--- src/cuh_pkg.sv ---
// shared constants and types for the converter uart handshake block
package cuh_pkg;

	// integrate phase length, in internal clock periods
	localparam int unsigned INT_COUNT_16 = 32768;
	localparam int unsigned INT_COUNT_14 = 8192;
	// delay from run seen high to integrate start
	localparam int unsigned RUN_START_CLKS = 7;
	// least auto-zero length before a new conversion
	localparam int unsigned AZ_MIN_CLKS = 16;
	// conversion counter width, one bit above the widest count
	localparam int unsigned CNT_W = 17;
	localparam int unsigned MAG_W = 16;

	// bytes per handshake sequence
	localparam logic [1:0] BYTES_16 = 2'h3;
	localparam logic [1:0] BYTES_14 = 2'h2;

	// output byte lanes
	localparam logic [1:0] LANE_LOW  = 2'h0;
	localparam logic [1:0] LANE_MID  = 2'h1;
	localparam logic [1:0] LANE_HIGH = 2'h2;
	localparam int unsigned LANES = 3;

	// high byte field positions
	localparam int unsigned SIGN_POS = 7;
	localparam int unsigned OVR_POS  = 6;

	// byte fifo in the data path
	localparam int unsigned FIFO_DEPTH = 8;
	localparam int unsigned FIFO_WIDTH = 10;

	// reset values
	localparam logic [7:0] DATA_RST   = 8'h00;
	localparam logic [2:0] LANE_OE_RST = 3'h7;

	typedef struct packed {
		logic             sign;
		logic             over;
		logic [MAG_W-1:0] mag;
	} cuh_result_type;

	typedef struct packed {
		logic [1:0] lane;
		logic [7:0] data;
	} cuh_lane_word_type;

	// enable terminals, all active low
	typedef struct packed {
		logic load_strobe_n;
		logic high_byte_sel_n;
		logic middle_byte_sel_n;
		logic low_byte_sel_n;
	} cuh_sel_pins_type;

	localparam cuh_sel_pins_type SEL_IDLE = 4'hf;

	typedef enum logic [1:0] {
		PH_AZ    = 2'b00,
		PH_START = 2'b01,
		PH_INT   = 2'b10,
		PH_DEINT = 2'b11
	} cuh_phase_type;

	typedef enum logic [2:0] {
		HS_IDLE    = 3'b000,
		HS_WAIT    = 3'b001,
		HS_ARM     = 3'b010,
		HS_STROBE  = 3'b011,
		HS_HELD    = 3'b100,
		HS_RELEASE = 3'b101
	} cuh_hs_type;

endpackage

--- src/cuh_fifo.sv ---
// byte fifo between result latch and handshake sequencer
`timescale 1ns/1ps
module cuh_fifo #(
	parameter int unsigned WIDTH = 10,
	parameter int unsigned DEPTH = 8
) (
	// clock and reset
	input  wire logic             mclk,
	input  wire logic             arst_n,
	// fill side
	input  wire logic             in_valid,
	output logic                  in_ready,
	input  wire logic [WIDTH-1:0] in_data,
	// drain side
	output logic                  out_valid,
	input  wire logic             out_ready,
	output logic [WIDTH-1:0]      out_data
);
	localparam int unsigned AW = (DEPTH > 1) ? $clog2(DEPTH) : 1;

	logic [WIDTH-1:0] mem [DEPTH];
	logic [AW-1:0]    wr_ptr;
	logic [AW-1:0]    rd_ptr;
	logic [AW:0]      fill;
	logic             do_wr;
	logic             do_rd;

	assign in_ready  = (fill != (AW+1)'(DEPTH));
	assign out_valid = (fill != '0);
	assign out_data  = mem[rd_ptr];
	assign do_wr     = in_valid & in_ready;
	assign do_rd     = out_valid & out_ready;

	// pointers wrap at depth, which need not be a power of two
	function automatic logic [AW-1:0] bump(input logic [AW-1:0] p);
		bump = (p == AW'(DEPTH - 1)) ? '0 : p + AW'(1);
	endfunction

	always_ff @(posedge mclk) begin
		if (do_wr) begin
			mem[wr_ptr] <= in_data;
		end
	end

	always_ff @(posedge mclk or negedge arst_n) begin
		if (!arst_n) begin
			wr_ptr <= '0;
			rd_ptr <= '0;
			fill   <= '0;
		end else begin
			if (do_wr) begin
				wr_ptr <= bump(wr_ptr);
			end
			if (do_rd) begin
				rd_ptr <= bump(rd_ptr);
			end
			if (do_wr && !do_rd) begin
				fill <= fill + (AW+1)'(1);
			end else if (do_rd && !do_wr) begin
				fill <= fill - (AW+1)'(1);
			end
		end
	end

endmodule

--- src/cuh_handshake.sv ---
// converter digital core: conversion timing, result latch, uart handshake
`timescale 1ns/1ps
// What this block does
// - mode high plus latch enters handshake mode
// - sample send permit on internal falling edge
// - permit high: strobe, high select low
// - high byte holds sign, overrange; count bits in 14-bit only
// - strobe one period, data 1.5, select two
// - high, middle (16-bit only), low; then leave mode
// - permit low stalls with byte driven
// - permit back: data off, then next
// - leave mode half clock after last
// - every conversion handshakes while mode high, unless busy
// - mode rising edge starts one sequence
// - permit low at entry waits first
// - conversions continue, results discarded when busy
// - reset: auto-zero, result and mode clear
// - internal clock from oscillator pins
// - integrate lasts fixed count of periods
// - direct mode: enables are inputs
module cuh_handshake
	import cuh_pkg::*;
#(
	parameter bit          WIDE16   = 1'b1,
	parameter int unsigned INT_CLKS = WIDE16 ? INT_COUNT_16 : INT_COUNT_14,
	parameter int unsigned AZ_MIN   = AZ_MIN_CLKS
) (
	// clock and reset
	input  wire logic                   mclk,
	input  wire logic                   arst_n,
	// oscillator pins and clock source strap
	input  wire logic                   osc1_pin,
	input  wire logic                   osc2_pin,
	input  wire logic                   ext_clk_sel,
	// converter control and comparator
	input  wire logic                   mode_pin,
	input  wire logic                   run_hold,
	input  wire logic                   zero_cross,
	input  wire logic                   comparator_sign,
	output cuh_phase_type               phase,
	output logic                        status,
	// handshake pacing
	input  wire logic                   send_permit,
	// enable terminals, two-way
	input  wire cuh_sel_pins_type       sel_in,
	output cuh_sel_pins_type            sel_out,
	output logic                        sel_oe_n,
	// byte data terminals
	output logic [LANES-1:0][7:0]       lane_data,
	output logic [LANES-1:0]            lane_oe_n
);
	localparam logic [1:0] NBYTES = WIDE16 ? BYTES_16 : BYTES_14;
	localparam int unsigned NSYNC = 12;

	// pin synchronisers
	logic [NSYNC-1:0] sync1;
	logic [NSYNC-1:0] sync2;
	logic             s_osc1;
	logic             s_osc2;
	logic             s_ext;
	logic             s_mode;
	logic             s_run;
	logic             s_zero;
	logic             s_sign;
	logic             s_permit;
	cuh_sel_pins_type s_sel;

	// internal clock edges
	logic int_clk_q;
	logic int_clk_d;
	logic rise_en;
	logic fall_en;

	// conversion state
	logic [CNT_W-1:0] cnt;
	logic             sign_cap;
	logic             over_cap;
	logic [MAG_W-1:0] mag_cap;
	logic             deint_done;
	logic             latch_req;
	logic             latch_fire;
	logic             stat_drop;
	cuh_result_type   result;

	// handshake state
	cuh_hs_type        hs_state;
	logic              hs_active;
	logic              mode_d;
	logic              mode_arm;
	logic              enter;
	logic [1:0]        push_left;
	logic [1:0]        push_lane;
	cuh_lane_word_type push_word;
	cuh_lane_word_type pop_word;
	cuh_lane_word_type cur;
	logic              push_ready;
	logic              pop_valid;
	logic              pop;
	logic              last_byte;
	logic              drive_en;

	// byte lane contents of a result
	function automatic logic [7:0] byte_of(input cuh_result_type r, input logic [1:0] lane);
		logic [7:0] b;
		b = DATA_RST;
		unique case (lane)
			LANE_HIGH: begin
				b[SIGN_POS] = r.sign;
				b[OVR_POS]  = r.over;
				if (!WIDE16) begin
					b[5:0] = r.mag[13:8];
				end
			end
			LANE_MID: begin
				if (WIDE16) begin
					b = r.mag[15:8];
				end
			end
			LANE_LOW: begin
				b = r.mag[7:0];
			end
			default: begin
				b = DATA_RST;
			end
		endcase
		byte_of = b;
	endfunction

	// direct-mode select pin that matches a lane
	function automatic logic lane_sel_n(input cuh_sel_pins_type p, input logic [1:0] lane);
		unique case (lane)
			LANE_HIGH: lane_sel_n = p.high_byte_sel_n;
			LANE_MID:  lane_sel_n = p.middle_byte_sel_n;
			default:   lane_sel_n = p.low_byte_sel_n;
		endcase
	endfunction

	always_ff @(posedge mclk or negedge arst_n) begin
		if (!arst_n) begin
			// osc2 resets high so the internal clock shows no false edge
			sync1 <= {SEL_IDLE, 8'h48};
			sync2 <= {SEL_IDLE, 8'h48};
		end else begin
			sync1 <= {sel_in, osc1_pin, osc2_pin, ext_clk_sel, mode_pin,
				send_permit, run_hold, zero_cross, comparator_sign};
			sync2 <= sync1;
		end
	end

	assign {s_sel, s_osc1, s_osc2, s_ext, s_mode,
		s_permit, s_run, s_zero, s_sign} = sync2;

	always_ff @(posedge mclk or negedge arst_n) begin
		if (!arst_n) begin
			int_clk_q <= 1'b0;
			int_clk_d <= 1'b0;
		end else begin
			int_clk_q <= s_ext ? s_osc1 : ~s_osc2;
			int_clk_d <= int_clk_q;
		end
	end

	// the pins run far slower than mclk, so edges become enables
	assign rise_en = int_clk_q & ~int_clk_d;
	assign fall_en = ~int_clk_q & int_clk_d;

	assign deint_done = rise_en && (phase == PH_DEINT)
		&& (s_zero || cnt == CNT_W'(INT_CLKS - 1));

	// conversion phase sequencer, on internal rising edges
	always_ff @(posedge mclk or negedge arst_n) begin
		if (!arst_n) begin
			phase    <= PH_AZ;
			cnt      <= '0;
			sign_cap <= 1'b0;
			over_cap <= 1'b0;
			mag_cap  <= '0;
		end else if (rise_en) begin
			unique case (phase)
				PH_AZ: begin
					if (cnt < CNT_W'(AZ_MIN)) begin
						cnt <= cnt + CNT_W'(1);
					end else if (s_run) begin
						phase <= PH_START;
						cnt   <= '0;
					end
				end
				PH_START: begin
					if (cnt == CNT_W'(RUN_START_CLKS - 1)) begin
						phase <= PH_INT;
						cnt   <= '0;
					end else begin
						cnt <= cnt + CNT_W'(1);
					end
				end
				PH_INT: begin
					if (cnt == CNT_W'(INT_CLKS - 1)) begin
						phase    <= PH_DEINT;
						cnt      <= '0;
						sign_cap <= s_sign;
					end else begin
						cnt <= cnt + CNT_W'(1);
					end
				end
				PH_DEINT: begin
					if (deint_done) begin
						phase    <= PH_AZ;
						cnt      <= '0;
						mag_cap  <= cnt[MAG_W-1:0];
						over_cap <= ~s_zero;
					end else begin
						cnt <= cnt + CNT_W'(1);
					end
				end
			endcase
		end
	end

	// result latch on the falling edge after deintegrate ends
	always_ff @(posedge mclk or negedge arst_n) begin
		if (!arst_n) begin
			latch_req <= 1'b0;
		end else if (deint_done) begin
			latch_req <= 1'b1;
		end else if (fall_en) begin
			latch_req <= 1'b0;
		end
	end

	// no latching while a handshake runs
	assign latch_fire = fall_en & latch_req & ~hs_active;

	always_ff @(posedge mclk or negedge arst_n) begin
		if (!arst_n) begin
			result <= '0;
		end else if (latch_fire) begin
			result <= '{sign: sign_cap, over: over_cap, mag: mag_cap};
		end
	end

	// status drops half a clock after the store
	always_ff @(posedge mclk or negedge arst_n) begin
		if (!arst_n) begin
			status    <= 1'b0;
			stat_drop <= 1'b0;
		end else begin
			if (fall_en && latch_req) begin
				stat_drop <= 1'b1;
			end else if (rise_en) begin
				stat_drop <= 1'b0;
			end
			if (rise_en && stat_drop) begin
				status <= 1'b0;
			end else if (rise_en && phase == PH_START
				&& cnt == CNT_W'(RUN_START_CLKS - 1)) begin
				status <= 1'b1;
			end
		end
	end

	// mode edge capture; ignored while a handshake runs
	always_ff @(posedge mclk or negedge arst_n) begin
		if (!arst_n) begin
			mode_d   <= 1'b0;
			mode_arm <= 1'b0;
		end else begin
			mode_d <= s_mode;
			if (enter) begin
				mode_arm <= 1'b0;
			end else if (s_mode && !mode_d && !hs_active) begin
				mode_arm <= 1'b1;
			end
		end
	end

	// entry after latch, or on demand
	assign enter = ~hs_active & ((latch_fire & s_mode) | (mode_arm & ~latch_req));

	// byte loader feeding the fifo, high byte first
	assign push_lane = (push_left == 2'h1) ? LANE_LOW
		: ((push_left == 2'h2 && WIDE16) ? LANE_MID : LANE_HIGH);
	assign push_word = '{lane: push_lane, data: byte_of(result, push_lane)};

	always_ff @(posedge mclk or negedge arst_n) begin
		if (!arst_n) begin
			push_left <= 2'h0;
		end else if (enter) begin
			// two or three bytes per sequence
			push_left <= NBYTES;
		end else if (push_left != 2'h0 && push_ready) begin
			push_left <= push_left - 2'h1;
		end
	end

	// the sequencer only takes a byte once it has arrived
	cuh_fifo #(
		.WIDTH (FIFO_WIDTH),
		.DEPTH (FIFO_DEPTH)
	) u_fifo (
		.mclk      (mclk),
		.arst_n    (arst_n),
		.in_valid  (push_left != 2'h0),
		.in_ready  (push_ready),
		.in_data   (push_word),
		.out_valid (pop_valid),
		.out_ready (pop),
		.out_data  (pop_word)
	);

	assign last_byte = (cur.lane == LANE_LOW);
	assign pop = rise_en & pop_valid
		& ((hs_state == HS_ARM) | ((hs_state == HS_RELEASE) & ~last_byte));

	// byte sequencer, paced by internal clock edges
	always_ff @(posedge mclk or negedge arst_n) begin
		if (!arst_n) begin
			hs_state  <= HS_IDLE;
			hs_active <= 1'b0;
			cur       <= '0;
		end else begin
			if (pop) begin
				cur <= pop_word;
			end
			unique case (hs_state)
				HS_IDLE: begin
					if (enter) begin
						hs_active <= 1'b1;
						hs_state  <= (fall_en && s_permit) ? HS_ARM : HS_WAIT;
					end
				end
				HS_WAIT: begin
					// wait for permit before first byte
					if (fall_en && s_permit) begin
						hs_state <= HS_ARM;
					end
				end
				HS_ARM: begin
					if (pop) begin
						hs_state <= HS_STROBE;
					end
				end
				HS_STROBE: begin
					if (rise_en) begin
						hs_state <= HS_HELD;
					end
				end
				HS_HELD: begin
					if (fall_en && s_permit) begin
						hs_state <= HS_RELEASE;
					end
				end
				HS_RELEASE: begin
					if (rise_en) begin
						if (last_byte) begin
							hs_state  <= HS_IDLE;
							hs_active <= 1'b0;
						end else if (pop) begin
							hs_state <= HS_STROBE;
						end else begin
							hs_state <= HS_ARM;
						end
					end
				end
				default: begin
					hs_state  <= HS_IDLE;
					hs_active <= 1'b0;
				end
			endcase
		end
	end

	// terminals driven in handshake or mode high
	assign drive_en = s_mode | hs_active;

	// enable terminals, registered
	always_ff @(posedge mclk or negedge arst_n) begin
		if (!arst_n) begin
			sel_out  <= SEL_IDLE;
			sel_oe_n <= 1'b1;
		end else begin
			sel_oe_n <= ~drive_en;
			sel_out.load_strobe_n <= (hs_state != HS_STROBE);
			sel_out.high_byte_sel_n   <= ~(hs_active && hs_state >= HS_STROBE
				&& cur.lane == LANE_HIGH);
			sel_out.middle_byte_sel_n <= ~(hs_active && hs_state >= HS_STROBE
				&& cur.lane == LANE_MID);
			sel_out.low_byte_sel_n    <= ~(hs_active && hs_state >= HS_STROBE
				&& cur.lane == LANE_LOW);
		end
	end

	// byte data terminals, registered; one mclk behind the sequencer
	always_ff @(posedge mclk or negedge arst_n) begin
		if (!arst_n) begin
			lane_data <= '0;
			lane_oe_n <= LANE_OE_RST;
		end else begin
			for (int l = 0; l < LANES; l++) begin
				if (hs_active) begin
					// data off at the permit edge
					lane_data[l] <= cur.data;
					lane_oe_n[l] <= ~((hs_state == HS_STROBE || hs_state == HS_HELD)
						&& cur.lane == 2'(l));
				end else begin
					// direct read under chip and byte select
					lane_data[l] <= byte_of(result, 2'(l));
					lane_oe_n[l] <= drive_en || s_sel.load_strobe_n
						|| lane_sel_n(s_sel, 2'(l)) || (!WIDE16 && 2'(l) == LANE_MID);
				end
			end
		end
	end

endmodule

--- config.mk ---
export PLATFORM = sky130hd
export DESIGN_NAME = cuh_handshake
export DESIGN_NICKNAME = d
export VERILOG_FILES = /design/src/cuh_pkg.sv /design/src/cuh_fifo.sv /design/src/cuh_handshake.sv
export SDC_FILE = /design/constraint.sdc
export NUM_CORES = 1
export LEC_CHECK = 0
export CORE_ASPECT_RATIO = 0.5
export CORE_MARGIN = 3
export CORE_UTILIZATION = 25
export DETAILED_ROUTE_END_ITERATION = 12
export DONT_BUFFER_PORTS = 1
export HOLD_SLACK_MARGIN = 0.08
export PLACE_DENSITY_LB_ADDON = 0.25
export REMOVE_ABC_BUFFERS = 1
export SLEW_MARGIN = 25
export SYNTH_ARGS = -nofsm -noshare
export SYNTH_HDL_FRONTEND = slang
export SYNTH_SLANG_ARGS = --single-unit
--- constraint.sdc ---
create_clock -name mclk -period 4.79 [get_ports mclk]
set_clock_uncertainty 0.05 [all_clocks]
set_input_delay 0.958 -clock mclk [delete_from_list [all_inputs] [get_ports mclk]]
set_output_delay 0.958 -clock mclk [all_outputs]
set_load 0.02 [all_outputs]
==> flow_metrics.py, run 1 <==
metrics = {
    "logic_synthesis": {
        "post-synth-top-area-cell": "dfrtp_1",
        "postSynthCellCount": 682,
        "yosys_warnings": 0,
        "ys_seq_area_share_pct": 66.4,
        "avgSynthCellArea_um2": 13.3,
        "synth_flop_cell": "dfrtp_1",
        "synth_top_area_share_pct": 34.1,
        "synth-seq-cells": 224,
        "synth_edf_count": 80,
        "ys_types": 54,
        "syn-cell-area_mm2": 0.00909,
        "async_flop_share_pct": 64.3,
        "synth_area_leaders": "dfrtp_1 (34%), edfxtp_1 (26%), dfstp_2 (5.8%), mux4_2 (5.0%), o21ai_0 (3.5%)",
    },
    "global_routing": {
        "grt_usage_pct": 10.1,
        "antenna_found_initial": 0,
        "grt_overflow": 0,
        "grt_pass1_wl_um": 31300,
        "grt_max_degree": 91,
        "grt_pass1_vias": 5453,
    },
    "sta": {
        "slew_viol_final": 0,
        "fmax_ghz": 0.363,
        "period_share_pct": 57.5,
        "holdWs_ps": 115,
        "tns_ps": 0,
        "slew_headroom_pct": 45.5,
        "tightest_slew_ps": 813,
        "hold_viol": 0,
        "finalSetupViolations": 0,
        "rsz0062_at_grt": "false",
        "period_needed_ps": 2760,
    },
    "route": {
        "drc": 0,
        "firstDrtPassIters": 5,
        "detail-route-antenna-nets": 0,
        "avgRoutedWirePerCell_um": 16.6,
        "wirelength_um": 19600,
        "via_per_inst": 4.41,
        "drt_iter0_drc": 269,
        "via_count": 5221,
    },
    "place": {
        "hpwl_um": 12700,
        "numPortBuffers": 0,
        "gp_congestion": 0.780,
    },
    "die": {
        "die_area_mm2": 0.0388,
        "fp.dieW_um": 276,
        "die-height_um": 141,
        "coreArea_mm2": 0.0351,
        "ios": 49,
        "initial_core_util_pct": 25.9,
        "core.rowCount": 48,
    },
    "setup_path": {
        "crit_path_start_kind": "flip-flop",
        "arrival_ps": 3100,
        "path_max_fanout": 10,
        "end_kind": "flip-flop",
        "worstSetupPathType": "flip-flop to flip-flop",
        "cp_data_required_time_ps": 5130,
    },
    "final_layout": {
        "drive_above_1_share_pct": 15.8,
        "syn2layout_area_growth_pct": 16.3,
        "nets": 724,
        "utilization_pct": 30.1,
        "layout_commonest_cell": "dfrtp_1",
        "layout_common_cells": "dfrtp_1 (122), edfxtp_1 (80), nand2_1 (70), o21ai_0 (64), inv_1 (43)",
        "antenna_cells": 0,
    },
    "outcome": {
        "status": "finished, final reports clean",
    },
    "clock_network": {
        "clockRootBuffer": "clkbuf_16",
        "cts_tree": "built",
        "cts.sinks": 224,
        "cts_buffers": 24,
        "h-tree-depth": 1,
        "clk_pin_slew_ps": 60,
        "clock_latency_ps": 510,
        "cts_buffer_depth": 3,
    },
    "power": {
        "p_leak_uw": 0.00421,
        "ir_worst_vdd_mv": 0.302,
        "p_per_area_mw_per_mm2": 591,
    },
    "flow_run": {
        "drv_cap": 0,
    },
    "hold_path": {
        "hold_path.class": "input port to async pin",
    },
}
## repair_timing
action,4_1_cts,5_1_grt
setup buffers,0,0
hold buffers,1,2
endpoints found under the hold margin,90,5
gates resized for setup,0,0
setup endpoints to repair,0,0
## metrics by stage
| step | instance area [um2] | total power, uW | std cells | setup WS (ps) |
|---|---|---|---|---|
| finish | 10600 | 6240 | 1184 | 2030 |
| global route | 10600 | 6610 | 1184 | 1740 |
| CTS | 10500 | 6330 | 1182 | 1880 |
| detailed placement | 9640 | 4260 | 1137 | 1920 |
| global placement | 9620 | 4220 | 1137 | 1790 |
| floorplan | 8960 | 3790 | 654 | 1820 |
## metal layers
layer	GRT usage [%]	share of wire [%]	vias to the layer above
met2	16.7	47	83
met1	13.8	47	2656
li1	-	-	2454
met4	2.47	2.1	0
met5	0	0	-
met3	1.89	3.7	28
## registers in the layout, indices dropped and copies added, names as in the netlist, 4 cells and up
register and cells:
mag_cap 16, sync2 12, sync1 12, cnt 17, lane_data 24, sel_out 4
cur 10, result 18, u_fifo.fill 4, u_fifo.mem 80
## Yosys cell counts (15+ instances only)
cell / count
clkbuf_1: 20
dfrtp_1: 124
nor3_1: 16
inv_1: 43
mux2i_1: 15
edfxtp_1: 80
dfstp_2: 20
ha_1: 18
a21oi_1: 18
nand2_1: 70
nor2_1: 29
mux4_2: 20
mux2_1: 16
o21ai_0: 64
## final cells by class
cell class / count / area [um2]
fillers: 3467 / 24600
flip-flops and latches: 224 / 6030
multi-input cells: 386 / 2800
clock buffers: 30 / 674
well taps: 475 / 594
clock inverters: 14 / 200
inverters: 44 / 165
repair buffers: 11 / 108
## critical path, stage by stage, from the launching register on
cell     delay [ps]
dfrtp_1         380
inv_1            90
ha_1            200
a21oi_1         570
ha_1            320
inv_1           100
ha_1            270
a21o_1          170
a21oi_1         160
xnor2_1         130
nor2_1           70
xnor2_1         120
## kinds of logic (layout without fill, tap and decap cells)
logic type / count (synthesis) / after routing / synth area share, %
DFF: 224 / 224 / 66.4
and+or+nand+nor: 170 / 170 / 8.99
AOI/OAI and AO/OA: 134 / 134 / 8.81
buffers and inverters: 72 / 99 / 3.22
muxes: 57 / 57 / 9.33
adders and majority gates: 19 / 19 / 2.70
xor gates and xnor gates: 6 / 6 / 0.578
## power by group
group | total, uW | internal (uW) | switching, uW | leakage [uW]
Combinational | 1300 | 570 | 733 | 0.00120
Sequential | 2920 | 2460 | 459 | 0.00258
Clock | 2020 | 1270 | 749 | 0.000432
Total | 6240 | 4300 | 1940 | 0.00421
## path summary, 6_finish.rpt
| kind | from | endpoint | slack (ps) | depth (start not counted) |
|---|---|---|---|---|
| worst max-delay path | push_left[0] | u_fifo.fill[3] | 2030 | 11 |
| worst min-delay path | arst_n | cur[0] | 110 | 0 |
| worst max register to register | push_left[0] | u_fifo.fill[3] | 2030 | 11 |
| worst min register to register | sync1[4] | sync2[4] | 300 | 0 |
| max in group asynchronous | arst_n | lane_data[16] | 3590 | 1 |
| min in group mclk | sync1[4] | sync2[4] | 300 | 0 |
Note: power is estimated with default switching activity, not from simulation.
==> run 2: changes to the inputs <==
- ABC_AREA: default -> 1
- clock period: 4.79 -> 2.7 ns (I/O delays scaled with it)
==> flow_metrics.py, run 2 <==
metrics = {
    "setup_path": {
        "crit_path_start_kind": "flip-flop",
        "crit_path_start": "hs_state[2]",
        "end_kind": "flip-flop",
        "arrival_ps": 2750,
        "critical-path-top-delay-family": "compound AO/OA/AOI/OAI gates",
        "worstSetupPathType": "flip-flop to flip-flop",
        "slowest_delay_ps": 460,
        "path_max_fanout": 8,
        "crit_path_top_delay_cell": "dfrtp_1",
        "cp_data_required_time_ps": 3080,
        "path_buf_inv": 2,
        "cp_cell_sequence": "inv_1 -> nand3_1 -> o21ai_1 -> nand2_1 -> ha_1 -> inv_1 -> ha_1 -> a21o_1 -> a21oi_1 -> xor2_1 -> nand2_1 -> o21ai_0",
        "r2r-start": "hs_state[2]",
    },
    "final_layout": {
        "top_register": "u_fifo.mem",
        "drive_above_1_share_pct": 11.3,
        "nets": 1004,
        "nFillCells": 3783,
        "antenna_cells": 0,
        "top_regs": "u_fifo.mem: 80 flops, lane_data: 24 flops, result: 18 flops",
        "syn2layout_area_growth_pct": 17.2,
        "layout_common_cells": "nand2_1 (246), dfrtp_1 (124), nor2_1 (105), o21ai_0 (89), inv_1 (82)",
        "largest_register_ffs": 80,
        "regArea_mm2": 0.00603,
        "layout_commonest_cell": "nand2_1",
        "multi_input_area_mm2": 0.00290,
    },
    "die": {
        "die-height_um": 143,
        "core.rowCount": 49,
        "ios": 49,
        "fp.dieW_um": 281,
        "die_area_mm2": 0.0402,
        "coreArea_mm2": 0.0365,
        "initial_core_util_pct": 25.8,
    },
    "outcome": {
        "failed_checks": "hold timing",
        "status": "complete, but fails checks",
    },
    "logic_synthesis": {
        "synth-seq-cells": 224,
        "synth_flop_cell": "dfrtp_1",
        "async_flop_share_pct": 64.3,
        "ys_seq_area_share_pct": 63.9,
        "synth_edf_count": 80,
        "ys_types": 47,
        "post-synth-top-area-cell": "dfrtp_1",
        "yosysMostFrequentCell": "nand2_1",
        "postSynthCellCount": 941,
        "synth_area_leaders": "dfrtp_1 (33%), edfxtp_1 (25%), nand2_1 (9.8%), dfstp_2 (5.6%), o21ai_0 (4.7%)",
        "synthTopCellsByCount": "nand2_1 (246), dfrtp_1 (124), nor2_1 (105)",
        "avgSynthCellArea_um2": 10.0,
        "yosys_warnings": 0,
        "syn-cell-area_mm2": 0.00943,
        "synth_top_area_share_pct": 32.9,
    },
    "power": {
        "p_sw_share_pct": 33.3,
        "p_int_uw": 7520,
        "p_seq_share_pct": 43.9,
        "ir_worst_vdd_mv": 0.437,
        "p_leak_uw": 0.00480,
        "power_frac_comb_pct": 24.9,
        "p_switching_uw": 3750,
        "clkPwrFrac_pct": 31.3,
        "p_per_area_mw_per_mm2": 1020,
    },
    "global_routing": {
        "grt_max_degree": 145,
        "antenna_found_initial": 0,
        "grt_pass1_wl_um": 34400,
        "grt_usage_pct": 10.7,
        "grt_pass1_vias": 6272,
        "grt_overflow": 0,
    },
    "hold_path": {
        "hold_path.class": "input port to async pin",
    },
    "clock_network": {
        "postCtsHoldBufs": 12,
        "clockRootBuffer": "clkbuf_16",
        "cts.sinks": 224,
        "cts_buffers": 24,
        "h-tree-depth": 1,
        "clock_latency_ps": 510,
        "cts_buffer_depth": 3,
        "clk_pin_slew_ps": 70,
        "cts_tree": "built",
        "postCtsSetupRepairBufs": 0,
        "ctsResizeCount": 0,
    },
    "route": {
        "firstDrtPassIters": 5,
        "via_per_inst": 4.26,
        "detail-route-antenna-nets": 0,
        "avgRoutedWirePerCell_um": 14.4,
        "drt_iter0_drc": 367,
        "via_count": 6278,
        "drc": 0,
        "wirelength_um": 21200,
    },
    "sta": {
        "period_share_pct": 88.0,
        "slew_viol_final": 0,
        "fmax_ghz": 0.421,
        "period_needed_ps": 2380,
        "hold_viol": 142,
        "holdWs_ps": -315,
        "rsz0062_at_grt": "false",
        "slew_headroom_pct": 56.5,
        "finalSetupViolations": 0,
        "tightest_slew_ps": 650,
        "tns_ps": 0,
    },
    "flow_run": {
        "drv_cap": 0,
    },
    "place": {
        "hpwl_um": 13900,
        "gp_congestion": 0.877,
        "numPortBuffers": 0,
    },
}
==> run 2: changes by cell type in the layout (fill, tap and decap cells not counted), moves of 10 or more <==
| cell | before | now |
|---|---|---|
| nor3_1 | 15 | 3 |
| buf_4 | 8 | 28 |
| inv_1 | 43 | 82 |
| a21o_1 | 12 | 1 |
| o21ai_1 | 9 | 22 |
| dlygate4sd3_1 | 2 | 12 |
| mux2_1 | 16 | 0 |
| nor2_1 | 27 | 105 |
| o21ai_0 | 64 | 89 |
| mux4_2 | 20 | 0 |
| nand2_1 | 70 | 246 |
| o22ai_1 | 1 | 11 |
==> run 2: final cells by class <==
cell class / instances / area share, %
multi-input cells: 591 / 26.2
clock buffers: 29 / 5.88
repair buffers: 40 / 2.99
clock inverters: 15 / 1.86
flip-flops and latches: 224 / 54.5
well taps: 484 / 5.48
inverters: 90 / 3.07
==> run 2: kinds of logic after synthesis <==
group / after synthesis / synth area share (%)
simple gates: 400 / 17.5
flops: 224 / 63.9
compound gates: 154 / 8.77
buf+inv: 126 / 5.36
fa+ha+maj: 19 / 2.60
xor+xnor: 9 / 0.836
mux: 9 / 0.955
==> run 2: layer usage <==
layer | wire, um | global-route usage (%) | up-vias
li1 | - | - | 3132
met1 | 10100 | 14.4 | 3008
met2 | 9930 | 18.0 | 97
met3 | 654 | 1.53 | 41
met4 | 556 | 3.21 | 0
met5 | 0 | 0 | -
==> run 2: final timing paths <==
check | depth (start not counted) | slack (ps) | to
min in group mclk | 0 | 300 | sync2[10]
max in group asynchronous | 0 | 2540 | sync1[6]
max reg2reg | 12 | 320 | u_fifo.fill[3]
max | 12 | 320 | u_fifo.fill[3]
min reg2reg | 0 | 300 | sync2[10]
min | 0 | -320 | u_fifo.rd_ptr[2]
==> run 2: metrics by stage <==
step	utilization [%]	power, uW	setup slack [ps]	cell area, um2	instances
floorplan	-	6720	441	9270	905
global placement	27.6	7730	494	10100	1417
detailed placement	27.6	7840	396	10100	1417
CTS	30.3	11400	370	11100	1473
global route	30.3	12000	180	11100	1473
finish	30.3	11300	324	11100	1473
==> run 2: power groups by stage <==
stage / clock (uW) / combinational (uW) / sequential [uW]
2_1_floorplan: 0 / 1710 / 5010
3_3_place_gp: 0 / 2740 / 4980
3_5_place_dp: 0 / 2830 / 5020
4_1_cts: 3610 / 2860 / 4960
5_1_grt: 3760 / 3210 / 5020
6_report: 3520 / 2800 / 4940
==> run 3: changes to the inputs <==
- REMOVE_ABC_BUFFERS: 1 -> default
==> flow_metrics.py, run 3 (same netlist as run 2, synthesis figures left out) <==
metrics = {
    "outcome": {
        "status": "complete, but fails checks",
        "failed_checks": "hold timing",
    },
    "final_layout": {
        "layout_common_cells": "nand2_1 (246), dfrtp_1 (124), nor2_1 (105), o21ai_0 (89), inv_1 (82)",
        "largest_register_ffs": 80,
        "layout_commonest_cell": "nand2_1",
        "syn2layout_area_growth_pct": 16.5,
        "multi_input_area_mm2": 0.00290,
        "finish.instance_area_mm2": 0.0110,
        "nFillCells": 3796,
        "top_register": "u_fifo.mem",
        "regArea_mm2": 0.00603,
        "nets": 1004,
        "drive_above_1_share_pct": 11.4,
        "top_regs": "u_fifo.mem: 80 flops, lane_data: 24 flops, result: 18 flops",
        "antenna_cells": 0,
    },
    "clock_network": {
        "postCtsSetupRepairBufs": 0,
        "cts_tree": "built",
        "clock_latency_ps": 510,
        "cts_buffer_depth": 3,
        "cts.sinks": 224,
        "h-tree-depth": 1,
        "clockRootBuffer": "clkbuf_16",
        "ctsResizeCount": 0,
        "cts_buffers": 24,
        "postCtsHoldBufs": 12,
        "clk_pin_slew_ps": 60,
    },
    "route": {
        "drt_iter0_drc": 401,
        "detail-route-antenna-nets": 0,
        "firstDrtPassIters": 4,
        "drc": 0,
        "via_count": 6262,
        "avgRoutedWirePerCell_um": 14.2,
        "wirelength_um": 21000,
        "via_per_inst": 4.25,
    },
    "place": {
        "hpwl_um": 13900,
        "numPortBuffers": 0,
        "placed_cell_area_mm2": 0.0101,
        "gp_congestion": 0.832,
    },
    "power": {
        "p_sw_share_pct": 34.2,
        "power_frac_comb_pct": 24.8,
        "p_seq_share_pct": 45.9,
        "p_leak_uw": 0.00477,
        "ir_worst_vdd_mv": 0.447,
        "clkPwrFrac_pct": 29.3,
        "p_int_uw": 7160,
        "p_per_area_mw_per_mm2": 991,
        "p_switching_uw": 3720,
    },
    "global_routing": {
        "grt_usage_pct": 10.6,
        "grt_pass1_vias": 6330,
        "grt_max_degree": 145,
        "grt_pass1_wl_um": 34700,
        "grt_overflow": 0,
        "antenna_found_initial": 0,
    },
    "setup_path": {
        "path_max_fanout": 8,
        "end_kind": "flip-flop",
        "r2r-start": "hs_state[2]",
        "worstSetupPathType": "flip-flop to flip-flop",
        "arrival_ps": 2670,
        "crit_path_start": "hs_state[2]",
        "crit_path_start_kind": "flip-flop",
        "cp_data_required_time_ps": 3080,
    },
    "die": {
        "die_area_mm2": 0.0402,
        "initial_core_util_pct": 25.8,
        "die-height_um": 143,
        "ios": 49,
        "coreArea_mm2": 0.0365,
        "fp.dieW_um": 281,
        "core.rowCount": 49,
    },
    "flow_run": {
        "drv_cap": 0,
    },
    "sta": {
        "hold_viol": 144,
        "finalSetupViolations": 0,
        "period_needed_ps": 2290,
        "fmax_ghz": 0.437,
        "holdWs_ps": -325,
        "tightest_slew_ps": 722,
        "tns_ps": 0,
        "rsz0062_at_grt": "false",
        "period_share_pct": 84.8,
        "slew_viol_final": 0,
        "slew_headroom_pct": 51.7,
    },
    "logic_synthesis": {
        "syn_nets": 974,
    },
    "hold_path": {
        "hold_path.class": "input port to async pin",
    },
}
run 3: changes by cell type in the layout (fill, tap and decap cells not counted), sizes merged:
cell,change
clkinv,-1
inv,+2
bufinv,-5
clkbuf,+4
run 3: cell type report:
| cell class | count | area share, % |
|---|---|---|
| sequential | 224 | 54.9 |
| multi-input combinational | 591 | 26.4 |
| clock buffer | 33 | 6.52 |
| tap | 484 | 5.51 |
| inverter | 90 | 3.09 |
| timing repair buffer | 40 | 3.01 |
| clock inverter | 11 | 0.615 |
run 3: metrics by stage:
| step | std cells | hold slack [ps] | utilization [%] | setup slack [ps] | total power, uW |
|---|---|---|---|---|---|
| after floorplan | 941 | 194 | - | 363 | 6810 |
| after global placement | 1417 | 199 | 27.6 | 478 | 7690 |
| after detailed placement | 1417 | 198 | 27.6 | 428 | 7790 |
| after CTS | 1473 | -349 | 30.1 | 419 | 11000 |
| after global routing | 1473 | -347 | 30.1 | 223 | 11600 |
| final | 1473 | -325 | 30.1 | 410 | 10900 |
run 3: power by group through the flow:
| stage | combinational, uW | sequential (uW) | clock, uW |
|---|---|---|---|
| 4_1_cts | 2760 | 5000 | 3290 |
| 3_3_place_gp | 2660 | 5030 | 0 |
| 2_1_floorplan | 1920 | 4890 | 0 |
| 5_1_grt | 3110 | 5060 | 3420 |
| 6_report | 2710 | 4990 | 3190 |
| 3_5_place_dp | 2730 | 5060 | 0 |
run 3: final timing paths:
| path | slack, ps | cells past startpoint | endpoint |
|---|---|---|---|
| worst max-delay path | 410 | 12 | u_fifo.fill[3] |
| worst min-delay path | -320 | 0 | cur[1] |
| worst max register to register | 410 | 12 | u_fifo.fill[3] |
| worst min register to register | 300 | 0 | sync2[1] |
| max in group asynchronous | 2590 | 0 | sync2[9] |
| min in group mclk | 300 | 0 | sync2[1] |
run 3: routing by layer:
| layer | part of all wire, % | global-route usage [%] | up-vias |
|---|---|---|---|
| met2 | 47 | 17.7 | 68 |
| li1 | - | - | 3138 |
| met4 | 1.6 | 2.52 | 0 |
| met1 | 49 | 14.6 | 3028 |
| met5 | 0 | 0 | - |
| met3 | 2.9 | 1.64 | 28 |
run 3: critical path: stages, from the launching register on:
cell and delay (ps):
dfrtp_1 460, inv_1 140, nand3_1 120, o21ai_1 130, nand2_1 100, ha_1 240
inv_1 120, ha_1 240, a21o_1 180, a21oi_1 150, xor2_1 160, nand2_1 60
o21ai_0 70
